==> src/safs_pkg.sv <==
// Constants and types shared by the supply and attach status flag logic
package safs_pkg;

  // Register offset of the status register
  localparam logic [7:0] STATUS_OFFSET = 8'h07;

  // Bit positions inside the status register
  localparam int unsigned PRESENT_BIT = 7; // Bus power present
  localparam int unsigned PGOOD_BIT = 6; // Power good pin level
  localparam int unsigned VALFAIL_BIT = 5; // Validation failed
  localparam int unsigned RSVD_BIT = 4; // Reserved, reads zero
  localparam int unsigned DONE_BIT = 3; // Probe complete
  localparam int unsigned ERR_BIT = 2; // Probe error
  localparam int unsigned LOW_BIT = 1; // Bus low after boost
  localparam int unsigned SNS_BIT = 0; // Sense change

  // Reset values
  localparam logic [7:0] STATUS_RESET = 8'h40; // Status register after reset
  localparam logic [2:0] SUPPLY_RESET = 3'h2; // Upper field after reset
  localparam logic [3:0] ATTACH_RESET = 4'h0; // Lower field after reset
  localparam logic [7:0] READ_IDLE = 8'h00; // Data for unmapped offsets

  // Clock and time units
  localparam longint unsigned CLK_PERIOD_PS = 64'd4000; // 250 MHz core clock
  localparam longint unsigned PS_PER_MS = 64'd1000000000; // Picoseconds per ms

  // Timing figures in their own units
  localparam longint unsigned DISCHARGE_MS = 64'd32; // Discharge limit
  localparam longint unsigned BOOST_WINDOW_MS = 64'd132; // Window after boost off
  localparam longint unsigned PROBE_WINDOW_MS = 64'd16; // Probe counter span
  localparam longint unsigned PROBE_COUNT_MAX = 64'd255; // Probe counter counts

  // Derived cycle counts, longest times round down
  localparam longint unsigned DISCHARGE_CYCLES = DISCHARGE_MS * PS_PER_MS / CLK_PERIOD_PS;
  localparam longint unsigned BOOST_WINDOW_CYCLES = BOOST_WINDOW_MS * PS_PER_MS / CLK_PERIOD_PS;
  localparam longint unsigned PROBE_TICK_CYCLES =
    PROBE_WINDOW_MS * PS_PER_MS / (CLK_PERIOD_PS * PROBE_COUNT_MAX);

  // Probe sequence states
  typedef enum logic [1:0] {
    PRB_IDLE = 2'b00,
    PRB_DISCH = 2'b01,
    PRB_SRC = 2'b10
  } safs_probe_e;

endpackage

==> src/safs_status.sv <==
// Supply and attach-detect status register with event flags
`timescale 1ns/1ps
module safs_status #(
  parameter int unsigned DISCHARGE_CYCLES = int'(safs_pkg::DISCHARGE_CYCLES), // Discharge limit
  parameter int unsigned BOOST_WINDOW_CYCLES = int'(safs_pkg::BOOST_WINDOW_CYCLES), // Boost window
  parameter int unsigned PROBE_TICK_CYCLES = int'(safs_pkg::PROBE_TICK_CYCLES) // Probe counter tick
) (
  input wire logic core_clk, // Core clock, 250 MHz
  input wire logic sys_rst, // Synchronous reset, active high
  input wire logic reg_rd_en, // Register read strobe
  input wire logic [7:0] reg_addr, // Register offset of the read
  output logic [7:0] reg_rd_data, // Read data, registered
  output logic reg_rd_valid, // Read data valid pulse
  input wire logic bus_power_present, // Bus power detector level, async
  input wire logic power_good_pin, // Power good pin level, async
  input wire logic validation_failed, // Validation failed, core clock
  input wire logic bus_100mv_comparator, // 100 mV comparator, async
  input wire logic bus_700mv_comparator, // 700 mV comparator, async
  input wire logic probe_request_bit, // Probe request control bit
  input wire logic probe_current_source_en, // Probe current source on
  input wire logic boost_enable, // Boost converter enabled
  input wire logic sense_request_bit, // Sense request control bit
  input wire logic supply_status_irq_mask, // Mask for upper field events
  input wire logic attach_detect_irq_mask, // Mask for lower field events
  output logic sense_request_clear, // Pulse that clears sense request
  output logic stat_event // Pulse to the status output pin
);

  // Synchroniser stages for the async inputs
  logic [3:0] sync1_q, sync1_d; // First stage, read only by second
  logic [3:0] sync2_q, sync2_d; // Second stage, safe levels
  logic b700_prev_q, b700_prev_d; // Previous 700 mV level
  logic b100_prev_q, b100_prev_d; // Previous 100 mV level
  logic present_s, pgood_s, b100_s, b700_s; // Synchronised levels

  // Control edge history
  logic prb_req_prev_q, prb_req_prev_d; // Previous probe request
  logic src_prev_q, src_prev_d; // Previous source enable
  logic boost_prev_q, boost_prev_d; // Previous boost enable
  logic sns_req_prev_q, sns_req_prev_d; // Previous sense request

  // Flag and sequence state
  logic [2:0] supply_q, supply_d; // Upper field bits 7:5
  logic [3:0] attach_q, attach_d; // Lower field bits 3:0
  logic [3:0] attach_set; // Lower field set events
  safs_pkg::safs_probe_e prb_q, prb_d; // Probe sequence state
  logic boost_win_q, boost_win_d; // Boost-off window open
  logic sns_armed_q, sns_armed_d; // Sense comparison active
  logic sns_ref_q, sns_ref_d; // Captured 100 mV state
  logic sns_clr_q, sns_clr_d; // Sense request clear pulse
  logic event_q, event_d; // Status pin pulse

  // Read port state
  logic [7:0] rd_data_q, rd_data_d; // Captured read data
  logic rd_valid_q, rd_valid_d; // Read answer pulse
  logic rd_hit; // Read of the status register
  logic [7:0] status_word; // Current register image

  // Edge terms
  logic b700_rise, b100_fall, prb_rise, src_rise, boost_fall, sns_rise;
  logic disch_expire, tick_expire, count_expire, boost_expire; // Timer pulses
  logic enter_src; // Probe counter restart

  // Synchroniser next values
  always_comb begin
    sync1_d = {bus_power_present, power_good_pin, bus_100mv_comparator, bus_700mv_comparator};
    sync2_d = sync1_q;
    b700_prev_d = b700_s;
    b100_prev_d = b100_s;
  end

  // Synchroniser registers, power good idles high
  always_ff @(posedge core_clk) begin
    if (sys_rst) begin
      sync1_q <= 4'h4;
      sync2_q <= 4'h4;
      b700_prev_q <= 1'b0;
      b100_prev_q <= 1'b0;
    end else begin
      sync1_q <= sync1_d;
      sync2_q <= sync2_d;
      b700_prev_q <= b700_prev_d;
      b100_prev_q <= b100_prev_d;
    end
  end

  assign present_s = sync2_q[3];
  assign pgood_s = sync2_q[2];
  assign b100_s = sync2_q[1];
  assign b700_s = sync2_q[0];

  // Edge detection on synchronised and control levels
  assign b700_rise = b700_s && !b700_prev_q;
  assign b100_fall = !b100_s && b100_prev_q;
  assign prb_rise = probe_request_bit && !prb_req_prev_q;
  assign src_rise = probe_current_source_en && !src_prev_q;
  assign boost_fall = !boost_enable && boost_prev_q;
  assign sns_rise = sense_request_bit && !sns_req_prev_q;
  assign enter_src = src_rise;

  // Control history next values
  always_comb begin
    prb_req_prev_d = probe_request_bit;
    src_prev_d = probe_current_source_en;
    boost_prev_d = boost_enable;
    sns_req_prev_d = sense_request_bit;
  end

  // Control history registers
  always_ff @(posedge core_clk) begin
    if (sys_rst) begin
      prb_req_prev_q <= 1'b0;
      src_prev_q <= 1'b0;
      boost_prev_q <= 1'b0;
      sns_req_prev_q <= 1'b0;
    end else begin
      prb_req_prev_q <= prb_req_prev_d;
      src_prev_q <= src_prev_d;
      boost_prev_q <= boost_prev_d;
      sns_req_prev_q <= sns_req_prev_d;
    end
  end

  // Discharge timeout while the probe drains the bus
  safs_timeout #(.LIMIT(DISCHARGE_CYCLES), .RELOAD(1'b0)) u_disch (
    .core_clk(core_clk),
    .sys_rst(sys_rst),
    .restart(prb_rise && b100_s),
    .run(prb_q == safs_pkg::PRB_DISCH),
    .step(1'b1),
    .expire(disch_expire)
  );

  // Probe counter tick generator, free running in the source phase
  safs_timeout #(.LIMIT(PROBE_TICK_CYCLES), .RELOAD(1'b1)) u_tick (
    .core_clk(core_clk),
    .sys_rst(sys_rst),
    .restart(enter_src),
    .run(prb_q == safs_pkg::PRB_SRC),
    .step(1'b1),
    .expire(tick_expire)
  );

  // Probe counter, times out after its full count
  safs_timeout #(.LIMIT(int'(safs_pkg::PROBE_COUNT_MAX)), .RELOAD(1'b0)) u_count (
    .core_clk(core_clk),
    .sys_rst(sys_rst),
    .restart(enter_src),
    .run(prb_q == safs_pkg::PRB_SRC),
    .step(tick_expire),
    .expire(count_expire)
  );

  // Window timer after the boost converter turns off
  safs_timeout #(.LIMIT(BOOST_WINDOW_CYCLES), .RELOAD(1'b0)) u_boost (
    .core_clk(core_clk),
    .sys_rst(sys_rst),
    .restart(boost_fall),
    .run(boost_win_q),
    .step(1'b1),
    .expire(boost_expire)
  );

  // Probe sequence and boost window next state
  always_comb begin
    prb_d = prb_q;
    boost_win_d = boost_win_q;
    attach_set = 4'h0;
    if (b700_rise && probe_current_source_en) begin
      attach_set[safs_pkg::DONE_BIT] = 1'b1;
    end
    attach_set[safs_pkg::SNS_BIT] = sns_clr_d;
    unique case (prb_q)
      safs_pkg::PRB_IDLE: begin
        // Drain first when the bus starts above 100 mV
        if (prb_rise && b100_s) begin
          prb_d = safs_pkg::PRB_DISCH;
        end
      end
      safs_pkg::PRB_DISCH: begin
        if (disch_expire) begin
          attach_set[safs_pkg::ERR_BIT] = 1'b1;
          prb_d = safs_pkg::PRB_IDLE;
        end else if (!b100_s) begin
          prb_d = safs_pkg::PRB_IDLE;
        end
      end
      safs_pkg::PRB_SRC: begin
        if (count_expire) begin
          attach_set[safs_pkg::ERR_BIT] = 1'b1;
          prb_d = safs_pkg::PRB_IDLE;
        end else if (b700_rise || !probe_current_source_en) begin
          prb_d = safs_pkg::PRB_IDLE;
        end
      end
      default: begin
        prb_d = safs_pkg::PRB_IDLE;
      end
    endcase
    // Source turning on starts the counted phase
    if (src_rise) begin
      prb_d = safs_pkg::PRB_SRC;
    end
    // Boost window opens on boost turning off
    if (boost_fall) begin
      boost_win_d = 1'b1;
    end else if (boost_enable) begin
      boost_win_d = 1'b0;
    end else if (boost_win_q && boost_expire) begin
      // bus still high at window end
      if (b100_s) begin
        attach_set[safs_pkg::ERR_BIT] = 1'b1;
      end
      boost_win_d = 1'b0;
    end else if (boost_win_q && b100_fall) begin
      attach_set[safs_pkg::LOW_BIT] = 1'b1;
      boost_win_d = 1'b0;
    end
  end

  // Probe and boost window registers
  always_ff @(posedge core_clk) begin
    if (sys_rst) begin
      prb_q <= safs_pkg::PRB_IDLE;
      boost_win_q <= 1'b0;
    end else begin
      prb_q <= prb_d;
      boost_win_q <= boost_win_d;
    end
  end

  // Sense comparison next state
  always_comb begin
    sns_armed_d = sns_armed_q;
    sns_ref_d = sns_ref_q;
    sns_clr_d = 1'b0;
    if (sns_rise) begin
      sns_ref_d = b100_s;
      sns_armed_d = 1'b1;
    end else if (!sense_request_bit) begin
      sns_armed_d = 1'b0;
    end else if (sns_armed_q && (b100_s != sns_ref_q)) begin
      sns_clr_d = 1'b1;
      sns_armed_d = 1'b0;
    end
  end

  // Sense comparison registers
  always_ff @(posedge core_clk) begin
    if (sys_rst) begin
      sns_armed_q <= 1'b0;
      sns_ref_q <= 1'b0;
      sns_clr_q <= 1'b0;
    end else begin
      sns_armed_q <= sns_armed_d;
      sns_ref_q <= sns_ref_d;
      sns_clr_q <= sns_clr_d;
    end
  end

  // Register image from current flags
  always_comb begin
    status_word = 8'h00;
    status_word[safs_pkg::PRESENT_BIT] = supply_q[2];
    status_word[safs_pkg::PGOOD_BIT] = supply_q[1];
    status_word[safs_pkg::VALFAIL_BIT] = supply_q[0];
    status_word[safs_pkg::RSVD_BIT] = 1'b0;
    status_word[3:0] = attach_q;
  end

  assign rd_hit = reg_rd_en && (reg_addr == safs_pkg::STATUS_OFFSET);

  // Flags, read data and status pulse next values
  always_comb begin
    supply_d = {present_s, pgood_s, validation_failed};
    attach_d = (attach_q & ~{4{rd_hit}}) | attach_set;
    rd_data_d = rd_hit ? status_word : safs_pkg::READ_IDLE;
    rd_valid_d = reg_rd_en;
    event_d = ((supply_d != supply_q) && !supply_status_irq_mask) ||
              ((attach_set != 4'h0) && !attach_detect_irq_mask);
  end

  // Flag and read registers
  always_ff @(posedge core_clk) begin
    if (sys_rst) begin
      supply_q <= safs_pkg::SUPPLY_RESET;
      attach_q <= safs_pkg::ATTACH_RESET;
      rd_data_q <= safs_pkg::STATUS_RESET;
      rd_valid_q <= 1'b0;
      event_q <= 1'b0;
    end else begin
      supply_q <= supply_d;
      attach_q <= attach_d;
      rd_data_q <= rd_data_d;
      rd_valid_q <= rd_valid_d;
      event_q <= event_d;
    end
  end

  assign reg_rd_data = rd_data_q;
  assign reg_rd_valid = rd_valid_q;
  assign sense_request_clear = sns_clr_q;
  assign stat_event = event_q;

endmodule

==> src/safs_timeout.sv <==
// Restartable step counter that flags a timeout after a set number of steps
`timescale 1ns/1ps
module safs_timeout #(
  parameter int unsigned LIMIT = 4, // Steps until timeout
  parameter bit RELOAD = 1'b0 // Rearm after each timeout
) (
  input wire logic core_clk, // Core clock
  input wire logic sys_rst, // Synchronous reset, active high
  input wire logic restart, // Clear count and arm
  input wire logic run, // Counting allowed
  input wire logic step, // Count one step
  output logic expire // One-cycle timeout pulse
);

  localparam int unsigned W = $clog2(LIMIT + 1);
  localparam logic [W-1:0] LAST = W'(LIMIT - 1); // Final count value
  localparam logic [W-1:0] ONE = W'(1);

  logic [W-1:0] count_q, count_d; // Steps taken
  logic armed_q, armed_d; // Counter active
  logic expire_q, expire_d; // Timeout pulse register

  // Next count, arm and pulse
  always_comb begin
    count_d = count_q;
    armed_d = armed_q;
    expire_d = 1'b0;
    if (restart) begin
      // Restart wins over counting
      count_d = '0;
      armed_d = 1'b1;
    end else if (armed_q && run && step) begin
      if (count_q == LAST) begin
        count_d = '0;
        armed_d = RELOAD;
        expire_d = 1'b1;
      end else begin
        count_d = count_q + ONE;
      end
    end
  end

  // Register the counter state
  always_ff @(posedge core_clk) begin
    if (sys_rst) begin
      count_q <= '0;
      armed_q <= 1'b0;
      expire_q <= 1'b0;
    end else begin
      count_q <= count_d;
      armed_q <= armed_d;
      expire_q <= expire_d;
    end
  end

  assign expire = expire_q;

endmodule
==> config.mk <==
export PLATFORM = sky130hd
export DESIGN_NAME = safs_status
export DESIGN_NICKNAME = d
export VERILOG_FILES = /design/src/safs_pkg.sv /design/src/safs_status.sv /design/src/safs_timeout.sv
export SDC_FILE = /design/constraint.sdc
export NUM_CORES = 1
export LEC_CHECK = 0
export ABC_AREA = 1
export BUFFER_PORTS_ARGS = -buffer_cell sky130_fd_sc_hd__buf_2
export CAP_MARGIN = 20
export CORE_ASPECT_RATIO = 0.9
export CORE_MARGIN = 2
export CORE_UTILIZATION = 34
export DETAILED_ROUTE_END_ITERATION = 12
export PLACE_DENSITY = 0.58
export SLEW_MARGIN = 0
export SYNTH_ARGS = -nofsm -noshare
export SYNTH_HDL_FRONTEND = slang
export SYNTH_SLANG_ARGS = --single-unit
==> constraint.sdc <==
create_clock -name core_clk -period 1.9 [get_ports core_clk]
set_clock_uncertainty 0.1 [all_clocks]
set_input_delay 0.095 -clock core_clk [delete_from_list [all_inputs] [get_ports core_clk]]
set_output_delay 0.095 -clock core_clk [all_outputs]
set_load 0.02 [all_outputs]
# --- Word level (Yosys, flattened, before mapping) ---
# Index checks and enable logic that the tools add are counted.
op_classes:
  n_reduce_logical: 55
  n_addsub: 4
  bitwise: 8
  muxes: 48
  eq_ne: 16
op_table:
  columns: ["operator", "n"]
  rows:
  - ["1-bit two-way mux", 33]
  - ["25-bit by 1-bit adder with 25-bit output, second input constant", 1]
  - ["25-bit == test, second input constant", 1]
  - ["25-bit two-way mux", 1]
  - ["23-bit by 1-bit adder with 23-bit output, second input constant", 1]
  - ["23-bit == test, second input constant", 1]
  - ["23-bit two-way mux", 1]
  - ["1-bit logical AND", 19]
  - ["2-bit two-way mux", 8]
  - ["2-bit nonzero test", 8]
  - ["14-bit by 1-bit adder with 14-bit output, second input constant", 1]
  - ["14-bit == test, second input constant", 1]
  - ["14-bit two-way mux", 1]
  - ["3-bit OR reduction", 4]
  - ["1-bit logical NOT", 9]
  - ["8-bit by 1-bit adder with 8-bit output, second input constant", 1]
  - ["8-bit by 3-bit == test with 1-bit output, second input constant", 1]
  - ["8-bit == test, second input constant", 1]
  - ["8-bit two-way mux", 1]
  - ["4-bit != test, second input constant", 2]
  - ["2-bit AND reduction", 4]
  - ["4-bit nonzero test", 2]
  - ["2-bit OR reduction", 4]
  - ["7-bit two-way mux", 1]
  - ["17 further kinds", 24]
word_totals:
  input_bits: 22
  output_inout_bits: 11
  word_cells: 163
  ff_bits: 115

# --- Logic depth before layout (Yosys ltp) ---
# Gate-level depths: netlist (run 1).
depth:
  word_depth: 10
  ltp_mapped: 11
  ltp_nobuf: 11

# --- Hierarchy ---
# A second synthesis (run 1) with hierarchy kept.
hier_totals:
  cells_unflattened: 808
  area_unflattened_um2: 5706.7
by_module_without_submodules:
  columns: ["module", "cells_each", "seq_area_each_um2", "instances", "area_each_um2"]
  rows:
  - ["safs_timeout (u_boost)", 247, 540.5, 1, 1611.5]
  - ["safs_status", 171, 720.7, 1, 1355.0]
  - ["safs_timeout (u_disch)", 205, 500.5, 1, 1347.5]
  - ["safs_timeout (u_tick)", 114, 320.3, 1, 832.0]
  - ["safs_timeout (u_count)", 71, 200.2, 1, 560.5]

# --- Worst setup path after synthesis (run 1) ---
# No wires, ideal clock.
synth_path:
  path_kind: "reg-to-reg"
  start: "reg prb_q[0]"
  end: "reg u_tick.count_q[11]"
  slack_ns: 0.377
  path_stages_with_launch: 12
  period_less_slack_ns: 1.523
  setup_time_ns: 0.113
  required_ns: 1.687
  arrival_ns: 1.310
  path_buffers: 0
  cell_sequence: "dfxtp_1 > inv_1 > ha_1 > nand2_4 > inv_2 > nand2_1 > nor2_1 > nand2_1 > nand2_4 > inv_2 > nand2_1 > nor2_1"
synth_via:
  elab_chain_len: 2
synth_lines:
  columns: ["element", "line", "text"]
  rows:
  - ["start, declared", "safs_status.sv:46", "safs_pkg::safs_probe_e prb_q, prb_d;"]
  - ["start signal, assigned", "safs_status.sv:224", "prb_q <= safs_pkg::PRB_IDLE;"]
  - ["start signal, assigned", "safs_status.sv:227", "prb_q <= prb_d;"]
  - ["2-bit == test", "safs_status.sv:139", ".run(prb_q == safs_pkg::PRB_SRC),"]
  - ["1-bit logical AND", "safs_timeout.sv:32", "end else if (armed_q && run && step) begin"]
  - ["end signal, assigned", "safs_timeout.sv:50", "count_q <= count_d;"]
  - ["end, declared", "safs_timeout.sv:19", "logic [W-1:0] count_q, count_d;"]
# Every way passes these cells.
# A chain may end at the register's enable or synchronous reset.

# --- Worst setup path after layout (run 1) ---
layout_path:
  start: "in reg_addr[6]"
  end: "reg rd_data_q[1], in the netlist reg_rd_data[1]"
layout_via:
  elab_chain_len: 4
layout_lines:
  columns: ["element", "line", "text"]
  rows:
  - ["start, declared", "safs_status.sv:11", "input wire logic [7:0] reg_addr,"]
  - ["8-bit by 3-bit == test with 1-bit output", "safs_status.sv:271", "assign rd_hit = reg_rd_en && (reg_addr == safs_pkg::STATUS_OFFSET);"]
  - ["1-bit logical AND", "safs_status.sv:271", null]
  - ["1-bit inverter (no line)", null, null]
  - ["2-bit OR reduction (no line)", null, null]
  - ["end signal, assigned", "safs_status.sv:288", "rd_data_q <= safs_pkg::STATUS_RESET;"]
  - ["end signal, assigned", "safs_status.sv:294", "rd_data_q <= rd_data_d;"]
  - ["end, declared", "safs_status.sv:54", "logic [7:0] rd_data_q, rd_data_d;"]
# Every way passes these cells.

==> results of run 1 <==
[how the worst max path moves through the flow]
| stage | to | cells past startpoint | slack [ns] |
|---|---|---|---|
| 2_1_floorplan | u_tick.count_q[11] | 11 | 0.38 |
| 3_3_place_gp | u_disch.count_q[20] | 9 | 0.14 |
| 6_report | reg_rd_data[1] | 8 | 0.18 |
| 3_5_place_dp | u_disch.count_q[12] | 9 | 0.10 |
| 4_1_cts | u_disch.count_q[12] | 9 | 0.09 |
| 5_1_grt | u_tick.count_q[11] | 11 | 0.006 |
[tightest hold or removal path, delay by kind of cell]
family | cells | cell delay [ns]
buffers and inverters | 1 | 0.07
and+or+nand+nor | 4 | 0.34
[kinds of logic (layout without fill, tap and decap cells)]
family / count (synthesis) / in the layout / synth area share, %
compound gates: 47 / 47 / 4.581
xor+xnor: 22 / 22 / 3.509
fa+ha+maj: 9 / 9 / 2.051
buf+inv: 124 / 198 / 9.070
flops: 114 / 114 / 41.57
other cells: 1 / 1 / 0.06830
simple gates: 494 / 494 / 39.15
[metal layers]
| layer | wire length (microns) | track usage [%] | up-vias |
|---|---|---|---|
| met2 | 4859 | 21.46 | 70 |
| met3 | 360 | 4.518 | 9 |
| met1 | 5972 | 18.76 | 2099 |
| li1 | - | - | 2604 |
| met4 | 116 | 4.682 | 0 |
| met5 | 0 | 0 | - |
[per-stage QoR]
stage	setup slack, ns	cells	hold slack [ns]	power [mW]
after floorplan	0.3767	811	0.09881	2.635
after global placement	0.1436	1044	0.1831	2.696
after detailed placement	0.1005	1044	0.1842	2.697
after CTS	0.09150	1092	0.01731	5.849
after global routing	0.006151	1092	0.04447	5.998
final	0.1756	1092	0.03709	5.767
[cells in the mapped netlist (all sizes together)]
library cell  count  share of area [%]
buf               5               0.84
nor3b             2               0.27
xnor2             6               0.96
o21ai            12                1.1
nand2           202                 15
nand3            46                4.8
dfxtp           114                 42
or2               6               0.68
nand3b            2               0.27
clkbuf            4               0.27
nor2            205                 15
a21o              1               0.14
o21bai            3               0.41
and3              2               0.23
xor2             16                2.6
a21oi            28                2.6
nor3             22                2.1
o211ai            1               0.14
ha                9                2.1
a211oi            1               0.14
inv             115                8.0
o22ai             1               0.11
conb              1              0.068
nand4             7               0.80
[cell type report]
type	count	area, sq um
fillers	1635	9343
well taps	207	259.0
clock inverters	12	132.6
flip-flops and latches	114	2282
inverters	115	436.7
repair buffers	51	345.3
multi-input cells	573	2720
clock buffers	20	446.7
[sequential cells by signal, summed over array words and instances (netlist names), 2 cells and up]
name / cells
sync1_q: 4
reg_rd_data: 7
prb_q: 2
u_tick.count_q: 14
supply_q: 3
u_boost.count_q: 25
sync2_q: 4
attach_q: 4
u_count.count_q: 8
u_disch.count_q: 23
[report_power, final]
group	internal (mW)	total [mW]	switching, mW
sequential	2.43	2.45	0.0203
combinational	0.0928	0.223	0.130
clock	1.96	3.10	1.13
total	4.48	5.77	1.28
[what timing repair did]
action	CTS	global route
hold buffers	16	0
endpoints found under the setup margin	0	15
resized for setup	0	3
endpoints found under the hold margin	20	0
==> impl_metrics.tcl, run 1 <==
set metrics [dict create \
    drtIter0Drc 287 \
    endpoint_kind "flop" \
    cts_tree "yes" \
    ioPinCount 33 \
    ir_drop_uv 736.3 \
    final_core_util_pct 41.48 \
    die_h_microns 124.6 \
    vias 4782 \
    grt_start_max_net_pins 27 \
    leakage_nw 2.760 \
    synthCells 811 \
    die-area_sq_um 17180 \
    final_layout_size_suffix_gt1_share_pct 12.20 \
    antenna_found_initial 0 \
    detailed_place_hpwl_microns 8392 \
    regToRegStartpoint "prb_q[0]" \
    rsz0062_at_grt "no" \
    yosysSeqAreaShare_pct 41.57 \
    tns_ns 0 \
    powerDensity_nw_per_um2 870.8 \
    drv_cap 0 \
    die_w_microns 137.9 \
    synth-seq-cells 114 \
    reg2reg_depth 11 \
    startpoint "reg_addr[6]" \
    fin_area_sq_um 6623 \
    syn_to_final_growth_pct 20.62 \
    drv_slew 0 \
    synth_cell_types 37 \
    drt_wl_total_microns 11310 \
    grt_use_total_pct 14.09 \
    slowest_delay_ns 0.56 \
    grt_pass1_wl_microns 19420 \
    hold_class "in2reg" \
    final_common_cell "nand2_1" \
    cts_max_level 4 \
    rr_endpoint "u_tick.count_q[9]" \
    critPathArrivalTime_ns 1.97 \
    clockBufferDepth 2 \
    ant_nets 0 \
    port_buffers 31 \
    worstPathRequired_ns 2.15 \
    r2r_slack_ns 0.18 \
    hold_violations 0 \
    clk_pin_slew_ns 0.05 \
    row_count 44 \
    status "complete, no violations" \
    clock-sinks 114 \
    mostFrequentLayoutCells "nand2_1, nor2_1, dfxtp_1" \
    worstHoldStart "reg_addr[4]" \
    post_dp_cell_area_sq_um 5873 \
    yosysWarnings 0 \
    cp_cell_sequence "dlygate4sd3_1 -> buf_2 -> nor2_1 -> dlygate4sd3_1 -> nand3_1 -> inv_1 -> nand2_1 -> nor2_1" \
    gp_congestion 0.8304 \
    vias_per_cell 4.379 \
    critPathBufInv 4 \
    syn_nets 842 \
    min_period_ns 1.724 \
    numCtsBuffers 17 \
    critical_path_class "in2reg" \
    period_share_pct 90.76 \
    routedWlPerCell_microns 10.36 \
    grt_overflow 0 \
    drcViolationCount 0 \
    initial_core_util_pct 34.39 \
    crit_slowest_cell "dlygate4sd3_1" \
    synth_area_sq_um 5490 \
    clk_latency_ns 0.41 \
    cp_max_fo 5 \
    crit_family "buffers and inverters" \
    dr.pass1.iters 4 \
    fp.coreArea_sq_um 15970 \
    post_cts_buffers 0 \
    root_buffer "clkbuf_16" \
    setup-violations-final 0 \
    final_nets 903 \
    first_global_vias 4349 \
    hold_path_end "reg_rd_data[0]" \
    max_clock_freq_mhz 579.9 \
    synth.avg_cell_area_sq_um 6.770 \
    diodes 0 \
    whs_path_depth 5 \
    crit_path_start_kind "input pin" \
]
No activity file was read; power rests on OpenSTA's default activity.
==> inputs of run 2 (changes only) <==
CTS_BUF_LIST = sky130_fd_sc_hd__clkbuf_4 sky130_fd_sc_hd__clkbuf_8   (was not set)
CTS_CLUSTER_SIZE = 8   (was not set)
PLACE_DENSITY = not set   (was 0.58)
==> impl_metrics.tcl, run 2 (synthesized netlist as in run 1, its figures left out) <==
set metrics [dict create \
    p_sw_mw 1.264 \
    cts_max_level 4 \
    dpl.cell_count 1045 \
    final_common_cell "nand2_1" \
    cp_cell_sequence "inv_1 -> ha_1 -> nand2_2 -> nor3_1 -> nand2_1 -> nor2_1 -> nand2_1 -> nand2_1 -> nor2_1" \
    clk_latency_ns 0.44 \
    r2r_slack_ns 0.17 \
    instances_no_fill 1099 \
    top_regs "u_boost.count_q x25, u_disch.count_q x23, u_tick.count_q x14" \
    grt_overflow 0 \
    cp_max_fo 9 \
    reg2reg_depth 9 \
    tns_ns 0 \
    grt_start_max_net_pins 20 \
    worstHoldStart "reg_addr[0]" \
    whs_path_depth 6 \
    crit_family "simple AND/OR/NAND/NOR gates" \
    critPathBufInv 1 \
    regToRegStartpoint "prb_q[1]" \
    gp_congestion 0.8405 \
    drt_wl_total_microns 11170 \
    ioPinCount 33 \
    hold_path_end "attach_q[1]" \
    max_clock_freq_mhz 577.2 \
    port_buffers 31 \
    crit_slowest_cell "dfxtp_1" \
    critical_path_class "reg2reg" \
    grt_pass1_wl_microns 19180 \
    slowest_delay_ns 0.33 \
    n_fill_cell 1629 \
    comb_power_share_pct 4.5 \
    diodes 0 \
    p_clk_share_pct 47.8 \
    clk_pin_slew_ns 0.08 \
    mostFrequentLayoutCells "nand2_1, nor2_1, dfxtp_1" \
    hold_violations 0 \
    drv_slew 0 \
    final_nets 910 \
    power.internal_mw 3.859 \
    rsz0062_at_grt "no" \
    regArea_sq_um 2282 \
    die_w_microns 137.9 \
    leakage_nw 2.702 \
    wl_met2_microns 4782 \
    min_period_ns 1.732 \
    multi_input_area_sq_um 2723 \
    post_dp_cell_area_sq_um 5881 \
    antenna_found_initial 0 \
    wl_met1_microns 5893 \
    drv_cap 0 \
    status "complete, no violations" \
    vias 4717 \
    sw_frac_of_total_pct 24.68 \
    ir_drop_uv 500.2 \
    vias_per_cell 4.292 \
    period_share_pct 91.18 \
    cts_tree "yes" \
    detailed_place_hpwl_microns 8229 \
    grt_use_total_pct 13.98 \
    largest_reg_flops 25 \
    seq_power_share_pct 47.7 \
    top_layer "met4" \
    clockBufferDepth 2 \
    dr.pass1.iters 4 \
    rr_endpoint "u_disch.count_q[11]" \
    endpoint_kind "flop" \
    routedWlPerCell_microns 10.17 \
    fp.coreArea_sq_um 15970 \
    drcViolationCount 0 \
    final_layout_size_suffix_gt1_share_pct 12.67 \
    fin_area_sq_um 6544 \
    crit_path_start_kind "flop" \
    dpl_worst_slack_ns 0.1001 \
    die_h_microns 124.6 \
    first_global_vias 4322 \
    die-area_sq_um 17180 \
    finalWorstSetupSlack_ns 0.1675 \
    whs_ns 0.008879 \
    numCtsBuffers 17 \
    route.met3.wl_microns 356 \
    worstPathRequired_ns 2.13 \
    syn_to_final_growth_pct 19.19 \
    critPathArrivalTime_ns 1.96 \
    hold_class "in2reg" \
    ant_nets 0 \
    clock-sinks 114 \
    cpMostUsedCell "nand2_1" \
    root_buffer "clkbuf_8" \
    initial_core_util_pct 34.39 \
    setup-violations-final 0 \
    drtIter0Drc 237 \
    powerDensity_nw_per_um2 783.0 \
    row_count 44 \
    top_register "u_boost.count_q" \
]
## run 2: cell count changes in the layout (fill, tap and decap cells not counted), sizes merged
cell	previous run	this run
clkinv	5	2
inv	117	122
buf	35	36
dlygate4sd3	16	22
bufinv	2	3
clkbuf	20	17
## run 2: worst max path at each step
stage | endpoint | from | depth (start not counted)
finish | u_disch.count_q[11] | prb_q[1] | 9
global route | u_disch.count_q[16] | prb_q[1] | 9
CTS | reg_rd_data[0] | reg_addr[6] | 7
detailed placement | u_disch.count_q[20] | prb_q[1] | 9
global placement | u_disch.count_q[12] | prb_q[1] | 9
floorplan | u_tick.count_q[11] | prb_q[0] | 11
## run 2: layer usage
layer | vias to the layer above | GRT usage (%)
met1 | 2027 | 18.57
met3 | 11 | 4.681
met2 | 54 | 20.76
met4 | 0 | 5.522
li1 | 2625 | -
met5 | - | 0
## run 2: power by group through the flow
stage	registers [mW]	clock network (mW)	logic, mW
6_report	2.44	2.45	0.232
5_1_grt	2.45	2.65	0.267
4_1_cts	2.44	2.53	0.232
3_5_place_dp	2.50	0	0.202
3_3_place_gp	2.50	0	0.200
2_1_floorplan	2.50	0	0.136
## run 2: layout make-up
type	instances	share of cell area, %
clock buffer	17	3.576
clock inverter	15	3.002
inverter	115	6.673
multi-input combinational	573	41.61
sequential	114	34.88
tap	207	3.958
timing repair buffer	58	6.310
## run 2: repair_timing
item                                    4_1_cts  5_1_grt
gates resized for setup                       0        4
buffers inserted                              0        0
endpoints found under the hold margin        29        4
hold buffers                                 19        4
endpoints found under the setup margin        0       15
## run 2: stage by stage
| step | power (mW) | utilization (%) |
|---|---|---|
| after floorplan | 2.635 | - |
| after global placement | 2.698 | 36.83 |
| after detailed placement | 2.699 | 36.83 |
| after CTS | 5.203 | 40.72 |
| after global routing | 5.364 | 40.99 |
| final | 5.124 | 40.99 |
## run 2: tightest hold or removal path: stages
cell	delay [ns]
buf_2	0.09
nand2_1	0.04
nor3_1	0.05
nand3_2	0.09
a21oi_1	0.07
nor2_1	0.07
==> inputs of run 3 (changes only) <==
SYNTH_HIERARCHICAL = 1   (was not set)
==> impl_metrics.tcl, run 3 <==
set metrics [dict create \
    status "complete, no violations" \
    reg2reg_depth 9 \
    detailed_place_hpwl_microns 8508 \
    drtIter0Drc 228 \
    endpoint_kind "flop" \
    cts_max_level 4 \
    worstHoldStart "power_good_pin" \
    cp_max_fo 6 \
    vias_per_cell 4.417 \
    synth-async-reset-ratio_pct 0 \
    ioPinCount 33 \
    whs_ns 0.2851 \
    dpl_worst_slack_ns 0.2390 \
    die_w_microns 140.6 \
    grt_pass1_wl_microns 20700 \
    p_sw_mw 1.231 \
    antenna_found_initial 0 \
    whs_path_depth 3 \
    first_global_vias 4661 \
    worstPathRequired_ns 2.13 \
    rsz0062_at_grt "no" \
    hold_path_end "sync1_q[2]" \
    period_share_pct 91.53 \
    die-area_sq_um 17840 \
    syn_to_final_growth_pct 19.67 \
    p_clk_share_pct 47.5 \
    crit_slowest_cell "dlygate4sd3_1" \
    synth_cell_types 37 \
    n_fill_cell 1644 \
    diodes 0 \
    top_regs "u_boost/count_q x25, u_disch/count_q x23, u_tick/count_q x14" \
    final_core_util_pct 41.91 \
    grt_start_max_net_pins 20 \
    max_clock_freq_mhz 575.1 \
    drcViolationCount 0 \
    final_layout_size_suffix_gt1_share_pct 16.98 \
    synth.avg_cell_area_sq_um 7.063 \
    slowest_delay_ns 0.55 \
    drv_slew 0 \
    hold_violations 0 \
    yosysMostFrequentCell "nor2_1" \
    die_h_microns 126.9 \
    post_dp_cell_area_sq_um 6158 \
    instances_no_fill 1108 \
    cts-resized-gates 0 \
    hold_class "in2reg" \
    routedWlPerCell_microns 10.55 \
    power.internal_mw 3.906 \
    grt_overflow 0 \
    root_buffer "clkbuf_8" \
    powerDensity_nw_per_um2 752.2 \
    yosysWarnings 6 \
    critical_path_class "in2reg" \
    yosysTopAreaCell "dfxtp_1" \
    mostFrequentLayoutCells "nor2_1, nand2_1, dfxtp_1" \
    final_common_cell "nor2_1" \
    grt_use_total_pct 14.03 \
    synth_edf_count 0 \
    rr_endpoint "u_boost/count_q[17]" \
    seq_power_share_pct 47.5 \
    synth_area_sq_um 5707 \
    ant_nets 0 \
    clockBufferDepth 2 \
    port_buffers 31 \
    total_power_mw 5.137 \
    clk_pin_slew_ns 0.07 \
    drv_cap 0 \
    synthFlopType "dfxtp_1" \
    regToRegStartpoint "u_boost/count_q[0]" \
    initial_core_util_pct 35.02 \
    clock-sinks 114 \
    tns_ns 0 \
    critPathBufInv 3 \
    gp_congestion 0.8161 \
    sw_frac_of_total_pct 23.97 \
    synth-seq-cells 114 \
    final_nets 920 \
    clk_latency_ns 0.44 \
    finalWorstSetupSlack_ns 0.1610 \
    yosys-top-cells-area "dfxtp_1, nor2_1, nand2_1, inv_1, nand3_1" \
    critPathArrivalTime_ns 1.97 \
    dpl.cell_count 1052 \
    synthTopCellsByCount "nor2_1, nand2_1, dfxtp_1" \
    setup-violations-final 0 \
    synth_top_area_share_pct 39.99 \
    ir_drop_uv 433.5 \
    synthCells 808 \
    cp_cell_sequence "dlygate4sd3_1 -> buf_2 -> nor2_1 -> dlygate4sd3_1 -> nor3b_2 -> nand3_2 -> a21oi_1 -> nor2_1" \
    comb_power_share_pct 4.9 \
    fp.coreArea_sq_um 16300 \
    min_period_ns 1.739 \
    numCtsBuffers 17 \
    dr.pass1.iters 4 \
    yosysSeqAreaShare_pct 39.99 \
    row_count 44 \
    cts_tree "yes" \
    drt_wl_total_microns 11690 \
    r2r_slack_ns 0.25 \
    vias 4894 \
    leakage_nw 2.719 \
    largest_reg_flops 25 \
    crit_family "buffers and inverters" \
    crit_path_start_kind "input pin" \
    top_register "u_boost/count_q" \
    fin_area_sq_um 6829 \
]
[run 3: cell count changes after synthesis, moves of 4 or more]
| cell | before | now |
|---|---|---|
| xnor2_1 | 6 | 10 |
| nand3_1 | 41 | 54 |
| nand3_2 | 4 | 8 |
| nand2_1 | 190 | 165 |
| nand2_2 | 9 | 13 |
| nor2_2 | 9 | 22 |
| nand4_1 | 7 | 15 |
| nor3_1 | 21 | 12 |
| nor2_1 | 189 | 170 |
| inv_1 | 111 | 107 |
| nor2_4 | 7 | 14 |
| o21ai_0 | 12 | 8 |
| clkbuf_1 | 4 | 0 |
[run 3: power by group through the flow]
stage / registers (mW) / clock network, mW / logic (mW)
after floorplan: 2.50 / 0 / 0.142
after global placement: 2.50 / 0 / 0.218
after detailed placement: 2.50 / 0 / 0.219
after CTS: 2.44 / 2.52 / 0.257
after global routing: 2.44 / 2.65 / 0.285
final: 2.44 / 2.44 / 0.254
[run 3: what timing repair did]
action                                  in CTS  in global routing
endpoints found under the setup margin       0                  0
hold buffers                                24                  0
hold endpoints to repair                    35                  0
buffers inserted                             0                  0
[run 3: worst min-delay path, cell delays in order]
cell and delay [ns]:
dlygate4sd3_1 0.52, buf_2 0.09, or2_2 0.08
[run 3: cells by family after synthesis]
group / synth area share (%)
muxes: 0.3508
AOI/OAI and AO/OA: 3.968
and+or+nand+nor: 40.74
other: 0.1316
buffers and inverters: 8.485
DFF: 39.99
adders and majority gates: 2.193
xor gates and xnor gates: 4.144
[run 3: worst max path at each step]
stage                           start                   to  depth (start not counted)
final                     reg_addr[5]          attach_q[1]                          8
after global routing      reg_addr[3]          attach_q[1]                          9
after CTS                 reg_addr[3]          attach_q[1]                          9
after detailed placement     prb_q[1]  u_disch/count_q[13]                          9
after global placement       prb_q[1]  u_disch/count_q[13]                          9
after floorplan              prb_q[0]   u_tick/count_q[10]                          7
[run 3: cell type report]
| class | count | area, sq um | area share (%) |
|---|---|---|---|
| inverter | 116 | 442.9 | 6.486 |
| timing repair buffer | 64 | 462.9 | 6.779 |
| clock buffer | 19 | 255.2 | 3.738 |
| sequential | 114 | 2282 | 33.42 |
| tap | 207 | 259.0 | 3.793 |
| clock inverter | 13 | 175.2 | 2.565 |
| multi-input combinational | 575 | 2952 | 43.22 |
[run 3: metal layers]
metal	global-route usage [%]	part of all wire [%]	vias to the layer above
met2	22.12	43	65
met1	18.45	52	2161
met5	0	0	-
li1	-	-	2656
met3	4.643	3.7	12
met4	3.941	0.98	0
